--- src/common/dmw_pkg.sv ---
package dmw_pkg;
    // byte addresses of the two window base registers
    localparam logic [11:0] WIN2_BASE_OFS = 12'h01c;
    localparam logic [11:0] WIN3_BASE_OFS = 12'h020;
    // field positions inside a window base word
    localparam int SPACE_BIT = 0;
    localparam int TYPE_LSB = 1;
    localparam int TYPE_MSB = 2;
    localparam int PREF_BIT = 3;
    localparam int RSV_LSB = 4;
    localparam int RSV_MSB = 11;
    localparam int BASE_LSB = 12;
    localparam int BASE_MSB = 31;
    localparam int BASE_W = 20;
    // enable bit of a companion setup word
    localparam int SETUP_EN_BIT = 31;
    // reset and fixed field values
    localparam logic [19:0] BASE_RST = 20'h00000;
    localparam logic [7:0] RSV_VAL = 8'h00;
    localparam logic SPACE_MEM = 1'b0;
    localparam logic [1:0] TYPE_32 = 2'b00;
    localparam logic [1:0] TYPE_64 = 2'b01;
    localparam logic [31:0] DATA_RST = 32'h0000_0000;
    // ahb-lite codes
    localparam logic [1:0] HTRANS_NONSEQ = 2'b10;
    localparam logic HRESP_OKAY = 1'b0;
    // bus slave states, one-hot
    typedef enum logic [1:0] {
        ST_IDLE = 2'b01,
        ST_RDWAIT = 2'b10
    } bus_st_t;
endpackage

--- src/verilog/downstream_mem_window_bars.sv ---
// The AHB-Lite interface to the registers is this design's own decision.
`timescale 1ns/1ns
// Function
// prefetch bit 3 read-only, reflects setup
// base field size/type from setup register; window 2 type is fixed at 00, whatever setup2 holds
// setup bit 31 clear disables window
// window sizes 4 KB to 2 GB
// hits translated through translated-base value
// base bit writable only where setup one
// base resets zero; zero base claims nothing
// third window type field 00 or 01
// bits 11:4 read zero, ignore writes
module downstream_mem_window_bars
    import dmw_pkg::*;
(
    input wire logic clock,
    input wire logic rst,
    // ahb-lite slave port
    input wire logic hsel,
    input wire logic [31:0] haddr,
    input wire logic [1:0] htrans,
    input wire logic hwrite,
    input wire logic [2:0] hsize,
    input wire logic [31:0] hwdata,
    input wire logic hready,
    output logic [31:0] hrdata,
    output logic hreadyout,
    output logic hresp,
    // companion setup words, held by the csr block
    input wire logic [31:0] setup2,
    input wire logic [31:0] setup3,
    input wire logic [31:0] xlate2,
    // downstream address probe for the second window
    input wire logic txn_valid,
    input wire logic [31:0] txn_addr,
    output logic hit2,
    output logic fwd_valid,
    output logic [31:0] fwd_addr
);
    // base field of window 2 (index 0) and window 3 (index 1)
    logic [BASE_W-1:0] base_ff [2];
    logic [31:0] setup_w [2]; // setup word per window
    bus_st_t st_ff; // bus slave state
    logic [11:0] addr_ff; // latched address phase offset
    logic wr_ff; // write data phase pending
    logic [31:0] hrdata_ff;
    logic hreadyout_ff;
    logic hresp_ff;
    logic hit2_ff;
    logic fwd_valid_ff;
    logic [31:0] fwd_addr_ff;
    logic take_c; // address phase taken this edge
    logic [BASE_W-1:0] win2_m; // writable / decode mask, window 2
    logic win2_en; // window 2 may claim
    logic hit2_c;
    logic [31:0] fwd_c;
    logic [1:0] type3_c;

    // index the setup words so the write loop can share one body
    assign setup_w[0] = setup2;
    assign setup_w[1] = setup3;

    // compose a base word; bits the setup leaves clear read as zero
    function automatic logic [31:0] bar_word(
        input logic [BASE_W-1:0] base,
        input logic [31:0] setup,
        input logic [1:0] atype
    );
        return {base & setup[BASE_MSB:BASE_LSB], RSV_VAL, setup[PREF_BIT], atype, SPACE_MEM};
    endfunction

    // window 3 type: reserved codes fall back to 32-bit decode
    always_comb begin
        if (setup3[TYPE_MSB:TYPE_LSB] == TYPE_64) begin
            type3_c = TYPE_64;
        end else begin
            type3_c = TYPE_32;
        end
    end

    // address phase is taken only when the bus is ready and nonseq
    assign take_c = hsel && hready && (htrans == HTRANS_NONSEQ);

    // bus slave sequencing; reads cost one wait state
    always_ff @(posedge clock or posedge rst) begin
        if (rst) begin
            st_ff <= ST_IDLE;
            addr_ff <= 12'h000;
            wr_ff <= 1'b0;
            hreadyout_ff <= 1'b1;
        end else begin
            unique case (st_ff)
                ST_IDLE: begin
                    wr_ff <= take_c && hwrite;
                    if (take_c) begin
                        addr_ff <= haddr[11:0];
                    end
                    // read data is formed a cycle late so a write just
                    // before it is already visible
                    if (take_c && !hwrite) begin
                        st_ff <= ST_RDWAIT;
                        hreadyout_ff <= 1'b0;
                    end
                end
                ST_RDWAIT: begin
                    wr_ff <= 1'b0;
                    st_ff <= ST_IDLE;
                    hreadyout_ff <= 1'b1;
                end
            endcase
        end
    end

    // read data register, loaded in the wait state
    always_ff @(posedge clock or posedge rst) begin
        if (rst) begin
            hrdata_ff <= DATA_RST;
        end else if (st_ff == ST_RDWAIT) begin
            unique case (addr_ff)
                WIN2_BASE_OFS: hrdata_ff <= bar_word(base_ff[0], setup2, TYPE_32);
                WIN3_BASE_OFS: hrdata_ff <= bar_word(base_ff[1], setup3, type3_c);
                default: hrdata_ff <= DATA_RST; // unmapped reads zero
            endcase
        end
    end

    // response is always okay
    always_ff @(posedge clock or posedge rst) begin
        if (rst) begin
            hresp_ff <= HRESP_OKAY;
        end else begin
            hresp_ff <= HRESP_OKAY;
        end
    end

    // base fields; only bits the setup marks one take write data
    for (genvar w = 0; w < 2; w++) begin : g_win
        logic [11:0] ofs;
        assign ofs = (w == 0) ? WIN2_BASE_OFS : WIN3_BASE_OFS;
        always_ff @(posedge clock or posedge rst) begin
            if (rst) begin
                base_ff[w] <= BASE_RST;
            end else if (wr_ff && (addr_ff == ofs)) begin
                // low bits 11:0 are fixed, so write data there is dropped
                base_ff[w] <= (base_ff[w] & ~setup_w[w][BASE_MSB:BASE_LSB])
                    | (hwdata[BASE_MSB:BASE_LSB] & setup_w[w][BASE_MSB:BASE_LSB]);
            end
        end
    end

    // window 2 decode; mask bits 31:12 give sizes 4 KB up to 2 GB
    assign win2_m = setup2[BASE_MSB:BASE_LSB];
    assign win2_en = setup2[SETUP_EN_BIT] && (base_ff[0] != BASE_RST);
    assign hit2_c = win2_en
        && ((txn_addr[BASE_MSB:BASE_LSB] & win2_m) == (base_ff[0] & win2_m));
    // direct translation: upper bits swapped for the translated base
    assign fwd_c = {(xlate2[BASE_MSB:BASE_LSB] & win2_m)
        | (txn_addr[BASE_MSB:BASE_LSB] & ~win2_m), txn_addr[BASE_LSB-1:0]};

    // registered probe answer, one cycle after the request
    always_ff @(posedge clock or posedge rst) begin
        if (rst) begin
            hit2_ff <= 1'b0;
            fwd_valid_ff <= 1'b0;
            fwd_addr_ff <= DATA_RST;
        end else begin
            // a probe that misses still gets an answer, with hit low
            fwd_valid_ff <= txn_valid;
            hit2_ff <= txn_valid && hit2_c;
            if (txn_valid) begin
                fwd_addr_ff <= fwd_c;
            end
        end
    end

    // every output is a flop, so nothing combinational leaves the block
    assign hrdata = hrdata_ff;
    assign hreadyout = hreadyout_ff;
    assign hresp = hresp_ff;
    assign hit2 = hit2_ff;
    assign fwd_valid = fwd_valid_ff;
    assign fwd_addr = fwd_addr_ff;

    logic [31:0] setup2_q; // setup seen in the wait state
    logic [31:0] setup3_q;
    // setup as seen at each edge, compared one cycle later
    always_ff @(posedge clock or posedge rst) begin
        if (rst) begin
            setup2_q <= DATA_RST;
            setup3_q <= DATA_RST;
        end else begin
            setup2_q <= setup2;
            setup3_q <= setup3;
        end
    end
endmodule // downstream_mem_window_bars

--- config.mk ---
export PLATFORM = sky130hd
export DESIGN_NAME = downstream_mem_window_bars
export DESIGN_NICKNAME = d
export VERILOG_FILES = /design/src/common/dmw_pkg.sv /design/src/verilog/downstream_mem_window_bars.sv
export SDC_FILE = /design/constraint.sdc
export NUM_CORES = 1
export LEC_CHECK = 0
export CAP_MARGIN = 15
export CORE_AREA = 2 2 105 107
export CTS_CLUSTER_SIZE = 25
export DETAILED_ROUTE_END_ITERATION = 6
export DIE_AREA = 0 0 107 109
export DONT_BUFFER_PORTS = 1
export GPL_TIMING_DRIVEN = 1
export MAX_ROUTING_LAYER = met4
export SYNTH_ARGS = -nofsm -noshare
export SYNTH_HDL_FRONTEND = slang
export SYNTH_SLANG_ARGS = --single-unit
export TNS_END_PERCENT = 10
--- constraint.sdc ---
create_clock -name clock -period 4.1 [get_ports clock]
set_input_delay 0.615 -clock clock [delete_from_list [all_inputs] [get_ports clock]]
set_output_delay 0.615 -clock clock [all_outputs]
set_load 0.05 [all_outputs]
**After elaboration in Yosys (flattened, before gate mapping)**

Index checks and enable logic that the tools add are counted.

- Mux-type cells: 7
- Bitwise logic cells: 14
- Reductions and logical operators: 12
- Equality and inequality tests: 8

Operators with widths:

| kind | number |
|---|---|
| 20-bit bitwise AND | 9 |
| 32-bit one-hot mux with 2 select lines | 1 |
| 20-bit bitwise OR | 3 |
| 20-bit NOT | 2 |
| 20-bit equality test | 1 |
| 20-bit nonzero test | 1 |
| 12-bit by 5-bit equality test with 1-bit output, second input constant | 1 |
| 12-bit by 6-bit equality test with 1-bit output, second input constant | 1 |
| 1-bit logical AND | 9 |
| 2-bit by 1-bit equality test with 1-bit output, second input constant | 2 |
| 2-bit equality test, second input constant | 2 |
| 1-bit one-hot mux with 2 select lines | 2 |
| 2-bit one-hot mux with 2 select lines | 1 |
| 1-bit 2-to-1 mux | 2 |
| 2-bit 2-to-1 mux | 1 |
| 2-bit inequality test, second input constant | 1 |
| 2-bit AND reduction | 1 |
| 1-bit logical NOT | 1 |

- Input port bits: 203
- Word-level logic and storage cells: 51
- Bits in registers: 122

**Logic depth before layout (Yosys ltp)**

Gate-level depths: netlist of run 1.

- Word-level depth: 5
- Mapped depth: 5
- Mapped depth without buffers: 4

**Worst setup path before layout of run 1**

No wires, ideal clock.

- Path type: register to register
- Start: register st_ff[0]
- End: register addr_ff[0]
- Clock period less this slack: 1.918 ns
- Setup time: 0.125 ns
- Arrival time: 1.794 ns
- Path slack: 2.182 ns
- Data required time: 3.975 ns
- Cell stages (with the launch flop): 5
- Buffers on the path: 1
- Path through: dfstp_2 > nor2b_1 > nor2b_1 > clkbuf_1 > mux2_2

- Word-level cells in the longest chain between the ends: 2

RTL lines:

| element | line | text |
|---|---|---|
| start, declared | downstream_mem_window_bars.sv:43 | `bus_st_t st_ff;` |
| start signal, assigned | downstream_mem_window_bars.sv:87 | `st_ff <= ST_IDLE;` |
| start signal, assigned | downstream_mem_window_bars.sv:101 | `st_ff <= ST_RDWAIT;` |
| start signal, assigned | downstream_mem_window_bars.sv:107 | `st_ff <= ST_IDLE;` |
| 2-bit by 1-bit equality test with 1-bit output | downstream_mem_window_bars.sv:92 | `unique case (st_ff)` |
| 2-bit AND reduction (no line) | n/a |  |
| end signal, assigned | downstream_mem_window_bars.sv:96 | `addr_ff <= haddr[11:0];` |
| end, declared | downstream_mem_window_bars.sv:44 | `logic [11:0] addr_ff;` |

Every way passes these cells.
A chain may end at the register's enable or synchronous reset.

**Final worst setup path of run 1**

- Start: register addr_ff[1]
- End: register hrdata_ff[31] (netlist: hrdata[31])

- Word-level cells in the longest chain between the ends: 2
- Elaborated cells on any way between the ends: 3
- Classes of those cells: eq/ne (2); mux (1)

RTL lines:

| element | line | text |
|---|---|---|
| 12-bit by 6-bit equality test with 1-bit output or 12-bit by 5-bit equality test with 1-bit output (tied branches) | downstream_mem_window_bars.sv:119 | `unique case (addr_ff)` |
| 32-bit one-hot mux with 2 select lines * | downstream_mem_window_bars.sv:119 |  |
| end signal, assigned | downstream_mem_window_bars.sv:120 | `WIN2_BASE_OFS: hrdata_ff <= bar_word(base_ff[0], setup2, TYPE_32);` |
| end signal, assigned | downstream_mem_window_bars.sv:121 | `WIN3_BASE_OFS: hrdata_ff <= bar_word(base_ff[1], setup3, type3_c);` |
| end, declared | downstream_mem_window_bars.sv:46 | `logic [31:0] hrdata_ff;` |

Mark *: on every way between the ends. The rest lies on a longest branch, timed or not.

==> run summary, run 1 <==
### Global routing
- 3,569 — via count of the first global-routing pass
- 0 — aggregate global routing overflow
- 55 — maximum number of pins on one net before global-route repair
- 19,400 um — first-pass GRT wire length
- 23.1% — total routing resource utilization after global routing
- 0 — antenna violations before repair

### Floorplanning
- 271 — io pins
- 11,700 um2 — area of the die
- 107 um — width of the die
- 109 um — vertical die dimension
- 38 — Std-Cell Rows
- 48.9% — starting density of the core
- 10,600 um2 — area of the core region

### Synth
- 456 — post-synthesis cell count
- sky130_fd_sc_hd__dfrtp_1 — top_reg_cell synth
- 0 — number of warnings issued by yosys
- 53.1% — share of the synthesized area in the top cell type
- 0 — count of flip-flops with a built-in enable after synthesis
- 111 — flip-flop and latch count after synthesis
- sky130_fd_sc_hd__dfrtp_1 53%, sky130_fd_sc_hd__mux2_1 7.8%, sky130_fd_sc_hd__mux2_2 6.1% — synth top area cells
- 34 — number of unique standard cell types used by synthesis
- sky130_fd_sc_hd__dfrtp_1 — post-synthesis cell type with the largest combined area
- 11.4 um2 — Syn Area/Cell
- 53.6% — sequential cell area fraction in the yosys report
- 5180 um2 — post-synthesis instance area
- 100% — Async S/R FF share, synth

### Setup path
- addr_ff[1]$_DFFE_PP0P_ — RR Startpoint
- 4.38 ns — critical path required time
- 2.68 ns — worst path arrival time
- hrdata[31]$_DFFE_PP0P_ — r2r endpoint
- flip-flop — critical path capture point type
- 1.70 ns — minimum setup slack among reg-to-reg paths
- flip-flop to flip-flop — Critical Setup Path Class
- 4 — Worst Reg-to-Reg Cells
- flip-flop — startpoint kind of the worst setup timing path
- 22 — critical path peak fanout

### Cells and area
- 598 — final non-filler cell total
- 12.4% — fraction of final layout cells sized beyond drive strength 1
- 5480 um2 — post-route cell area
- 0 — Antenna Cells
- 656 — layout net count
- 110 x sky130_fd_sc_hd__dfrtp_1, 61 x sky130_fd_sc_hd__nand2_1, 36 x sky130_fd_sc_hd__mux2_1, 29 x sky130_fd_sc_hd__nor2_1, 28 x sky130_fd_sc_hd__mux2_2 — commonest cells after routing, fill and taps aside
- 5.72% — Area growth, synth to finish
- sky130_fd_sc_hd__dfrtp_1 — most common library cell in the layout ignoring fill and taps

### Clocking
- 2 — number of buffers between clock root and the deepest sink
- 0.10 ns — clock-pin slew on the worst setup and hold paths
- 9 — CTS buffer count
- done — TritonCTS clock tree
- sky130_fd_sc_hd__clkbuf_8 — CTS Root Buffer Type
- 0.37 ns — worst skew pair latency
- 0 — hold_buf cts
- 0 — Post-CTS Repair Setup Buffers
- 0 — total of cells resized after clock tree synthesis
- 111 — CTS Sinks
- 3 — number of levels in the clock H-tree

### STA
- 0 — number of max-slew violations in the final report
- 2.40 ns — minimum clock period
- 58.4% — Final Cycle Share
- 418 MHz — achievable clock frequency
- 0 — Final Hold Viols
- 0 — Final setup violation count
- 27.1% — worst slew margin relative to its limit
- 0.00802 ns — Clock Skew
- no — setup repair after global routing missed its margin
- 1.09 ns — Slew @ Worst Pin
- 0 ns — aggregate negative setup slack

### Pwr
- 503 nW/um2 — power density over the cells
- 2.51 nW — leak pwr
- 0.366 mV — Max IR drop VDD
- 0.00275 W — PnR Total Power

### Hold path
- input pin to async pin — HP Class

### Route
- 0 — number of nets still failing antenna checks after routing
- 21.6 um — routed length per placed instance
- 4 — Pre-antenna DRT Iters
- 3,399 — total vias in the final route
- 12,900 um — total wire length after detailed routing
- 5.68 — vias per cell
- 0 — remaining routing DRC violations
- 175 — Initial DRC Count

### Place
- 0 — Port-buffer cells
- 581 — total placed cells including tap cells
- 9680 um — sum of net half-perimeters after detailed placement
- 5260 um2 — placed inst area
- 0.823 — gpl congestion

### Status
- complete, no violations — run status

### Job
- 0 — Max-Cap Viols

==> metrics by stage <==
stage / setup slack [ns] / hold WS (ns) / utilization (%)
3_3_place_gp: 1.69 / 0.465 / 49.6
3_5_place_dp: 1.68 / 0.476 / 49.6
5_1_grt: 1.52 / 0.108 / 51.7
6_report: 1.70 / 0.0964 / 51.7
2_1_floorplan: 0.556 / 0.456 / -
4_1_cts: 1.66 / 0.0882 / 51.6
==> how the worst max path moves through the flow <==
| stage | slack, ns | startpoint | to |
|---|---|---|---|
| 5_1_grt | 1.52 | addr_ff[1]$_DFFE_PP0P_ | hrdata[16]$_DFFE_PP0P_ |
| 3_5_place_dp | 1.68 | addr_ff[1]$_DFFE_PP0P_ | hrdata[16]$_DFFE_PP0P_ |
| 4_1_cts | 1.66 | addr_ff[1]$_DFFE_PP0P_ | hrdata[16]$_DFFE_PP0P_ |
| 2_1_floorplan | 0.56 | rst | async pin |
| 6_report | 1.70 | addr_ff[1]$_DFFE_PP0P_ | hrdata[31]$_DFFE_PP0P_ |
| 3_3_place_gp | 1.69 | addr_ff[1]$_DFFE_PP0P_ | hrdata[21]$_DFFE_PP0P_ |
==> kinds of logic after synthesis <==
kind of cell           Yosys count  share of synthesized area (%)
AO/OA/AOI/OAI                   66                           8.02
buffers and inverters           34                           3.94
multiplexers                    84                           17.8
XOR/XNOR                        20                           3.38
other                            1                         0.0724
AND/OR/NAND/NOR                140                           13.2
flip-flops                     111                           53.6
==> cells in the mapped netlist (2+ instances only) <==
master / instances
sky130_fd_sc_hd__nand2_1: 61
sky130_fd_sc_hd__buf_4: 11
sky130_fd_sc_hd__xor2_1: 20
sky130_fd_sc_hd__dfrtp_1: 110
sky130_fd_sc_hd__nor2_1: 29
sky130_fd_sc_hd__o21ai_1: 6
sky130_fd_sc_hd__a31oi_1: 8
sky130_fd_sc_hd__a21oi_1: 20
sky130_fd_sc_hd__a32oi_1: 12
sky130_fd_sc_hd__or4_4: 2
sky130_fd_sc_hd__mux2_1: 36
sky130_fd_sc_hd__and2_1: 12
sky130_fd_sc_hd__clkbuf_1: 12
sky130_fd_sc_hd__nor2b_1: 3
sky130_fd_sc_hd__inv_1: 3
sky130_fd_sc_hd__mux2_2: 28
sky130_fd_sc_hd__buf_6: 4
sky130_fd_sc_hd__mux2i_1: 20
sky130_fd_sc_hd__o21ai_0: 8
sky130_fd_sc_hd__buf_2: 4
sky130_fd_sc_hd__nand4b_1: 3
sky130_fd_sc_hd__nor4_4: 2
sky130_fd_sc_hd__nand3_1: 17
sky130_fd_sc_hd__a22oi_1: 10
sky130_fd_sc_hd__nor4_1: 6
==> worst max-delay path, cell delays in order, from the launching register on <==
cell                      delay (ns)
sky130_fd_sc_hd__dfrtp_1        0.39
sky130_fd_sc_hd__or4_4          0.61
sky130_fd_sc_hd__nor3_4         0.92
sky130_fd_sc_hd__a32oi_1        0.21
sky130_fd_sc_hd__o21ai_0        0.18
==> layout make-up <==
class	count	area, um2
clock buffers	14	173
well taps	140	175
fillers	961	5120
clock inverters	2	37.5
multi-input cells	321	2250
inverters	3	13.8
repair buffers	7	52.6
flip-flops and latches	111	2780
==> metal layers <==
metal | vias up | routed length (um) | track usage (%)
met5 | - | 0 | -
met2 | 139 | 6250 | 36.9
met1 | 1674 | 5220 | 28.1
li1 | 1580 | - | -
met3 | 6 | 1350 | 8.79
met4 | 0 | 69 | 5.29
==> power breakdown <==
group          switching (W)  leakage [nW]  internal (W)
clock network       0.000353         0.103      0.000334
registers           0.000383          1.43       0.00125
logic               0.000262         0.982      0.000177
No activity file was read; power rests on OpenSTA's default activity.
==> inputs of run 2 (changes only) <==
--- a/config.mk
+++ b/config.mk
@@ -5,14 +5,17 @@
 export SDC_FILE = /design/constraint.sdc
 export NUM_CORES = 1
 export LEC_CHECK = 0
+export ABC_AREA = 1
 export CAP_MARGIN = 15
-export CORE_AREA = 2 2 105 107
+export CORE_ASPECT_RATIO = 0.9
+export CORE_MARGIN = 2
+export CORE_UTILIZATION = 53
 export CTS_CLUSTER_SIZE = 25
 export DETAILED_ROUTE_END_ITERATION = 6
-export DIE_AREA = 0 0 107 109
 export DONT_BUFFER_PORTS = 1
 export GPL_TIMING_DRIVEN = 1
 export MAX_ROUTING_LAYER = met4
+export PLACE_DENSITY = 0.71
 export SYNTH_ARGS = -nofsm -noshare
 export SYNTH_HDL_FRONTEND = slang
 export SYNTH_SLANG_ARGS = --single-unit
==> constraint.sdc (replaced) <==
create_clock -name clock -period 2.2 [get_ports clock]
set_input_delay 0.33 -clock clock [delete_from_list [all_inputs] [get_ports clock]]
set_output_delay 0.33 -clock clock [all_outputs]
set_load 0.05 [all_outputs]
==> run 2 against run 1 <==
Flip-flop and latch count did not move. Worst setup slack got worse by 1.2 ns. Synthesized area rose by 14%. Critical path type unchanged. Largest cell class unchanged. Highest routed layer unchanged.
==> run summary, run 2 <==
### Status
- complete, no violations — run status

### Synth
- 100% — Async S/R FF share, synth, unchanged
- sky130_fd_sc_hd__dfrtp_1 — post-synthesis cell type with the largest combined area
- 38.5% — basic-gate share of the synthesized area counting and, or, nand and nor cells, +25 points
- sky130_fd_sc_hd__nand2_1 — most frequently used cell type in the post-synthesis netlist
- 0 — number of warnings issued by yosys, unchanged
- 296 x sky130_fd_sc_hd__nand2_1, 110 x sky130_fd_sc_hd__dfrtp_1, 84 x sky130_fd_sc_hd__nand3_1 — synth cell count leaders
- 0% — xor/xnor cell area share of the yosys netlist, -3.4 points
- 5930 um2 — post-synthesis instance area, +14%
- sky130_fd_sc_hd__dfrtp_1 — top_reg_cell synth
- 111 — flip-flop and latch count after synthesis, unchanged
- 7.69 um2 — Syn Area/Cell, -32%
- 46.4% — share of the synthesized area in the top cell type, -6.7 points
- 27 — number of unique standard cell types used by synthesis, -21%
- 2.28% — share of synthesized area spent on multiplexers, -15 points
- 0% — arithmetic-cell share of the synthesized area counting full adders, half adders and majority gates, unchanged
- 4.49% — synthesized-area fraction occupied by ao, oa, aoi and oai cells, -3.5 points
- 771 — post-synthesis cell count, +69%
- 46.9% — sequential cell area fraction in the yosys report, -6.8 points
- 0 — count of flip-flops with a built-in enable after synthesis, unchanged
- sky130_fd_sc_hd__dfrtp_1 46%, sky130_fd_sc_hd__nand2_1 19%, sky130_fd_sc_hd__nand3_1 7.1% — synth top area cells
- simple AND/OR/NAND/NOR gates — combinational family with the most area after synthesis

### Cells and area
- 296 x sky130_fd_sc_hd__nand2_1, 110 x sky130_fd_sc_hd__dfrtp_1, 84 x sky130_fd_sc_hd__nand3_1, 57 x sky130_fd_sc_hd__nor2_1, 44 x sky130_fd_sc_hd__inv_1 — commonest cells after routing, fill and taps aside
- 0 — Antenna Cells, unchanged
- 6.18% — Area growth, synth to finish
- 966 — layout net count, +47%
- 1,013 — Filler cells, +5.4%
- 2780 um2 — Seq. cell area, unchanged
- 6.77% — fraction of final layout cells sized beyond drive strength 1, -5.7 points
- sky130_fd_sc_hd__nand2_1 — most common library cell in the layout ignoring fill and taps
- 2730 um2 — multi-input logic area, +21%

### Global routing
- 0 — antenna violations before repair, unchanged
- 28.2% — total routing resource utilization after global routing, +5.1 points
- 58 — maximum number of pins on one net before global-route repair, +5.5%
- 0 — aggregate global routing overflow, unchanged
- 4,971 — via count of the first global-routing pass, +39%
- 25,400 um — first-pass GRT wire length, +31%

### Floorplanning
- 54.6% — starting density of the core, +5.8 points
- 115 um — width of the die, +7.9%
- 271 — io pins, unchanged
- 12,100 um2 — area of the die, +3.3%
- 10,900 um2 — area of the core region, +2.4%
- 36 — Std-Cell Rows, -5.3%
- 104 um — vertical die dimension, -4.3%

### Hold path
- 1 — instance count along the most critical hold path
- txn_valid — hold_sp
- input pin to flip-flop — HP Class

### Setup path
- 1.98 ns — worst path arrival time, -0.70 ns
- flip-flop — startpoint kind of the worst setup timing path
- 7 — Worst Reg-to-Reg Cells, +3
- flip-flop — critical path capture point type
- 20 — critical path peak fanout, -9.1%
- 2.49 ns — critical path required time, -1.89 ns
- addr_ff[1]$_DFFE_PP0P_ — origin of the worst setup path
- flip-flop to flip-flop — Critical Setup Path Class
- addr_ff[1]$_DFFE_PP0P_ — RR Startpoint

### Pwr
- 811 nW/um2 — power density over the cells, +61%
- 0.708 mV — Max IR drop VDD, +93%
- 3.15 nW — leak pwr, +25%

### Place
- 12,200 um — sum of net half-perimeters after detailed placement, +26%
- 0.970 — gpl congestion, +18%
- 0 — Port-buffer cells, unchanged

### STA
- 0 — Final setup violation count, unchanged
- 52.0% — worst slew margin relative to its limit, +25 points
- 592 MHz — achievable clock frequency, +42%
- 1.69 ns — minimum clock period, -0.707 ns
- 0.00473 ns — Clock Skew, -0.00329 ns
- no — setup repair after global routing missed its margin
- 0 — Final Hold Viols, unchanged
- 0.719 ns — Slew @ Worst Pin, -0.371 ns
- 0 ns — aggregate negative setup slack, unchanged
- 0.0972 ns — minimum hold slack, +0.000706 ns
- 76.7% — Final Cycle Share, +18 points
- 0 — number of max-slew violations in the final report, unchanged

### Clocking
- 0 — total of cells resized after clock tree synthesis, unchanged
- 9 — CTS buffer count, unchanged
- 3 — number of levels in the clock H-tree, unchanged
- 0 — Post-CTS Repair Setup Buffers, unchanged
- 0.07 ns — clock-pin slew on the worst setup and hold paths, -0.03 ns
- sky130_fd_sc_hd__clkbuf_16 — CTS Root Buffer Type
- 111 — CTS Sinks, unchanged
- done — TritonCTS clock tree
- 2 — number of buffers between clock root and the deepest sink, unchanged
- 0.35 ns — worst skew pair latency, -0.02 ns

### Route
- 17.4 um — routed length per placed instance, -19%
- 5 — Pre-antenna DRT Iters, +1
- 5,083 — total vias in the final route, +50%
- 0 — number of nets still failing antenna checks after routing, unchanged
- 0 — remaining routing DRC violations, unchanged
- 16,000 um — total wire length after detailed routing, +24%
- 439 — Initial DRC Count, +150%
- 5.53 — vias per cell, -2.8%

### Job
- 0 — Max-Cap Viols, unchanged

-- run 2: changes by cell type in the layout (fill, tap and decap cells not counted), moves of 16 or more --
cell and change:
sky130_fd_sc_hd__nand3b_1 +39, sky130_fd_sc_hd__mux2i_1 -20, sky130_fd_sc_hd__o21a_1 +17, sky130_fd_sc_hd__xor2_1 -20, sky130_fd_sc_hd__mux2_2 -16, sky130_fd_sc_hd__mux2_1 -36
sky130_fd_sc_hd__nand2_1 +235, sky130_fd_sc_hd__nand3_1 +67, sky130_fd_sc_hd__inv_1 +42, sky130_fd_sc_hd__nand4_1 +25, sky130_fd_sc_hd__nor2_1 +28
-- run 2: worst max-delay path, stage by stage, from the launching register on --
cell and delay (ns):
sky130_fd_sc_hd__dfrtp_1 0.39, sky130_fd_sc_hd__nor2_1 0.17, sky130_fd_sc_hd__nand3_1 0.15, sky130_fd_sc_hd__nor2_4 0.17
sky130_fd_sc_hd__nand2_2 0.08, sky130_fd_sc_hd__nor2_4 0.43, sky130_fd_sc_hd__nand3_1 0.14, sky130_fd_sc_hd__nand2_1 0.09
-- run 2: power breakdown --
group	total, W	switching [W]	internal, W
registers	0.00263	0.000389	0.00224
logic	0.000855	0.000622	0.000233
clock network	0.00163	0.000746	0.000880
total	0.00511	0.00176	0.00335
-- run 2: cell families (layout without fill, tap and decap cells) --
| kind of cell | count (synthesis) | in the layout |
|---|---|---|
| buffers and inverters | 91 | 78 |
| muxes | 12 | 12 |
| DFF | 111 | 111 |
| and+or+nand+nor | 512 | 512 |
| other | 1 | 11 |
| AOI/OAI and AO/OA | 44 | 44 |
-- run 2: final timing paths --
kind | end | slack [ns]
worst max-delay path | flip-flop | 0.51
worst min-delay path | fwd_addr[19]$_DFFE_PP0P_ | 0.1
worst max register to register | flip-flop | 0.51
worst min register to register | flip-flop | 0.48
max in group asynchronous | async pin | 0.89
min in group asynchronous | addr_ff[2]$_DFFE_PP0P_ | 0.51
-- run 2: cell type report --
type	count	area share, %
Sequential cell	111	44.1
Multi-Input combinational cell	579	43.4
Clock buffer	10	3.64
Tap cell	152	3.02
Inverter	48	2.92
Timing Repair Buffer	14	1.95
Clock inverter	6	0.974
-- run 2: per-layer routing --
metal  vias to the layer above  share of wire, %  global-route usage (%)  wire length (um)
met5                         -                 0                       -                 0
met4                         0               1.5                    6.37               244
met3                        20                11                    11.0              1800
met2                       232                48                    43.8              7670
met1                      2381                40                    34.8              6340
li1                       2450                 -                       -                 -
-- run 2: what timing repair did --
item	in CTS	in global routing
hold endpoints to repair	23	0
setup endpoints to repair	0	0
hold buffers	2	0
-- run 2: per-stage QoR --
stage	setup slack, ns	cell area [um2]	power (W)	instances	utilization (%)
global placement	0.580	5990	0.00349	902	55.1
finish	0.512	6300	0.00511	920	58.0
detailed placement	0.512	5990	0.00353	902	55.1
CTS	0.501	6300	0.00515	920	58.0
floorplan	0.527	5970	0.00332	781	-
global route	0.294	6300	0.00535	920	58.0
==> inputs of run 3 (changes only) <==
--- a/config.mk
+++ b/config.mk
@@ -15,7 +15,7 @@
 export DONT_BUFFER_PORTS = 1
 export GPL_TIMING_DRIVEN = 1
 export MAX_ROUTING_LAYER = met4
-export PLACE_DENSITY = 0.71
+export PLACE_DENSITY = 0.68
 export SYNTH_ARGS = -nofsm -noshare
 export SYNTH_HDL_FRONTEND = slang
 export SYNTH_SLANG_ARGS = --single-unit
==> constraint.sdc (replaced) <==
create_clock -name clock -period 1.6 [get_ports clock]
set_input_delay 0.24 -clock clock [delete_from_list [all_inputs] [get_ports clock]]
set_output_delay 0.24 -clock clock [all_outputs]
set_load 0.05 [all_outputs]
==> run 3 against run 2 <==
Sequential share of layout area shrank 0.87 points. Clock power grew 31%. Worst hold slack lost 0.086 ns. Via count grew 0.96%. Largest cell class unchanged. Critical path depth grew 2. Highest routed layer unchanged. Total power grew 38%. Largest power group unchanged. First-iteration DRC count shrank 7.7%. Non-clock buffer count grew 5. Global-route usage shrank 0.50 points.
==> run summary, run 3 (same netlist as run 2, synthesis figures left out) <==
### Floorplanning
- 54.6% — starting density of the core, unchanged
- 10,900 um2 — area of the core region, unchanged
- 12,100 um2 — area of the die, unchanged
- 104 um — vertical die dimension, unchanged
- 271 — io pins, unchanged
- 115 um — width of the die, unchanged
- 36 — Std-Cell Rows, unchanged

### Cells and area
- 7.12% — fraction of final layout cells sized beyond drive strength 1, +0.34 points
- 0 — Antenna Cells, unchanged
- 2780 um2 — Seq. cell area, unchanged
- 296 x sky130_fd_sc_hd__nand2_1, 110 x sky130_fd_sc_hd__dfrtp_1, 83 x sky130_fd_sc_hd__nand3_1, 56 x sky130_fd_sc_hd__nor2_1, 44 x sky130_fd_sc_hd__inv_1 — commonest cells after routing, fill and taps aside
- 8.31% — Area growth, synth to finish
- 925 — final non-filler cell total, +0.54%
- 971 — layout net count, +0.52%
- 59.2% — Core Util, Final, +1.2 points
- 2740 um2 — multi-input logic area, +0.46%
- sky130_fd_sc_hd__nand2_1 — most common library cell in the layout ignoring fill and taps
- 998 — Filler cells, -1.5%

### Route
- 5 — Pre-antenna DRT Iters, unchanged
- met4 — highest routed layer
- 5,132 — total vias in the final route, +0.96%
- 15,800 um — total wire length after detailed routing, -1.4%
- 7440 um — met2 routed wirelength, -3.0%
- 1550 um — Routed met3 length, -14%
- 0 — number of nets still failing antenna checks after routing, unchanged
- 5.55 — vias per cell, +0.42%
- 405 — Initial DRC Count, -7.7%
- 17.1 um — routed length per placed instance, -2.0%
- 0 — remaining routing DRC violations, unchanged
- 6520 um — M1 WL, +2.8%

### STA
- 0 — number of max-slew violations in the final report, unchanged
- 1.49 ns — minimum clock period, -0.197 ns
- 0.00398 ns — Clock Skew, -0.000745 ns
- 0 — Final setup violation count, unchanged
- 0 ns — aggregate negative setup slack, unchanged
- 93.2% — Final Cycle Share, +16 points
- 50.4% — worst slew margin relative to its limit, -1.6 points
- 0 — Final Hold Viols, unchanged
- 0.743 ns — Slew @ Worst Pin, +0.0240 ns
- 671 MHz — achievable clock frequency, +13%
- no — setup repair after global routing missed its margin
- 0.0115 ns — minimum hold slack, -0.0857 ns

### Setup path
- flip-flop — critical path capture point type
- flip-flop — startpoint kind of the worst setup timing path
- 22 — critical path peak fanout, +10%
- flip-flop to flip-flop — Critical Setup Path Class
- 1.73 ns — worst path arrival time, -0.25 ns
- 1.84 ns — critical path required time, -0.65 ns

### Status
- complete, no violations — run status

### Pwr
- 1100 nW/um2 — power density over the cells, +35%
- 1.07 mV — Max IR drop VDD, +52%
- 0.00704 W — PnR Total Power, +38%
- 3.19 nW — leak pwr, +1.2%

### Global routing
- 76 — maximum number of pins on one net before global-route repair, +31%
- 0 — antenna violations before repair, unchanged
- 4,792 — via count of the first global-routing pass, -3.6%
- 0 — aggregate global routing overflow, unchanged
- 27.7% — total routing resource utilization after global routing, -0.50 points
- 24,800 um — first-pass GRT wire length, -2.2%

### Clocking
- 0 — Post-CTS Repair Setup Buffers, unchanged
- 3 — number of levels in the clock H-tree, unchanged
- 0.07 ns — clock-pin slew on the worst setup and hold paths, about the same
- 111 — CTS Sinks, unchanged
- sky130_fd_sc_hd__clkbuf_16 — CTS Root Buffer Type
- 9 — CTS buffer count, unchanged
- 0.35 ns — worst skew pair latency, about the same
- 2 — number of buffers between clock root and the deepest sink, unchanged
- done — TritonCTS clock tree

### Place
- 906 — total placed cells including tap cells, +0.44%
- 0 — Port-buffer cells, unchanged
- 12,000 um — sum of net half-perimeters after detailed placement, -1.5%
- 0.880 — gpl congestion, -9.3%

### Hold path
- input pin to flip-flop — HP Class

### Job
- 0 — Max-Cap Viols, unchanged

[run 3: cell types whose count changed in the layout (fill, tap and decap cells not counted), sizes merged]
cell	previous run	this run
clkbuf	10	15
clkinv	5	2
bufinv	1	0
clkinvlp	2	1
buf	12	16
dlygate4sd3	2	3
[run 3: layout make-up]
cell class | count | area share, %
Sequential cell | 111 | 43.3
Timing Repair Buffer | 19 | 3.95
Inverter | 48 | 2.86
Clock inverter | 1 | 0.0779
Clock buffer | 15 | 4.17
Tap cell | 152 | 2.96
Multi-Input combinational cell | 579 | 42.7
[run 3: final timing paths]
path | startpoint | to | slack [ns] | cells past startpoint
max reg2reg | addr_ff[1]$_DFFE_PP0P_ | flip-flop | 0.11 | 9
min | setup2[27] | fwd_addr[27]$_DFFE_PP0P_ | 0.01 | 2
min in group asynchronous | rst | fwd_addr[11]$_DFFE_PP0P_ | 0.47 | 3
max | addr_ff[1]$_DFFE_PP0P_ | flip-flop | 0.11 | 9
max in group asynchronous | rst | st_ff[0]$_DFFE_PP1P_ | 0.71 | 3
min reg2reg | flip-flop | flip-flop | 0.48 | 2
[run 3: per-stage QoR]
| step | area, um2 | setup slack [ns] |
|---|---|---|
| final | 6420 | 0.109 |
| after detailed placement | 6100 | 0.0815 |
| after floorplan | 5970 | 0.0174 |
| after global routing | 6420 | 0.000689 |
| after CTS | 6410 | 0.0596 |
| after global placement | 6100 | 0.102 |
[run 3: critical path, cell delays in order (launching register included)]
cell and delay (ns):
sky130_fd_sc_hd__dfrtp_1 0.39, sky130_fd_sc_hd__nor2_2 0.15, sky130_fd_sc_hd__nand3_1 0.13, sky130_fd_sc_hd__nor2_4 0.14, sky130_fd_sc_hd__nand2_2 0.08, sky130_fd_sc_hd__nor2_4 0.15, sky130_fd_sc_hd__buf_12 0.17, sky130_fd_sc_hd__nand2_1 0.06
sky130_fd_sc_hd__nand2_1 0.05, sky130_fd_sc_hd__nand2_1 0.05
[run 3: what timing repair did]
item | CTS | global route
hold endpoints to repair | 115 | 0
setup endpoints to repair | 0 | 43
resized for setup | 0 | 4
hold buffers | 3 | 0
[run 3: where the power goes]
group          total (W)  switching (W)  internal [W]
clock            0.00213       0.000982       0.00114
sequential       0.00356       0.000487       0.00308
combinational    0.00135       0.000946      0.000402
total            0.00704        0.00241       0.00462
[run 3: routing by layer]
metal	vias up	GRT usage, %
li1	2463	-
met1	2400	36.1
met2	246	41.7
met3	23	8.22
met4	0	8.43
met5	-	-
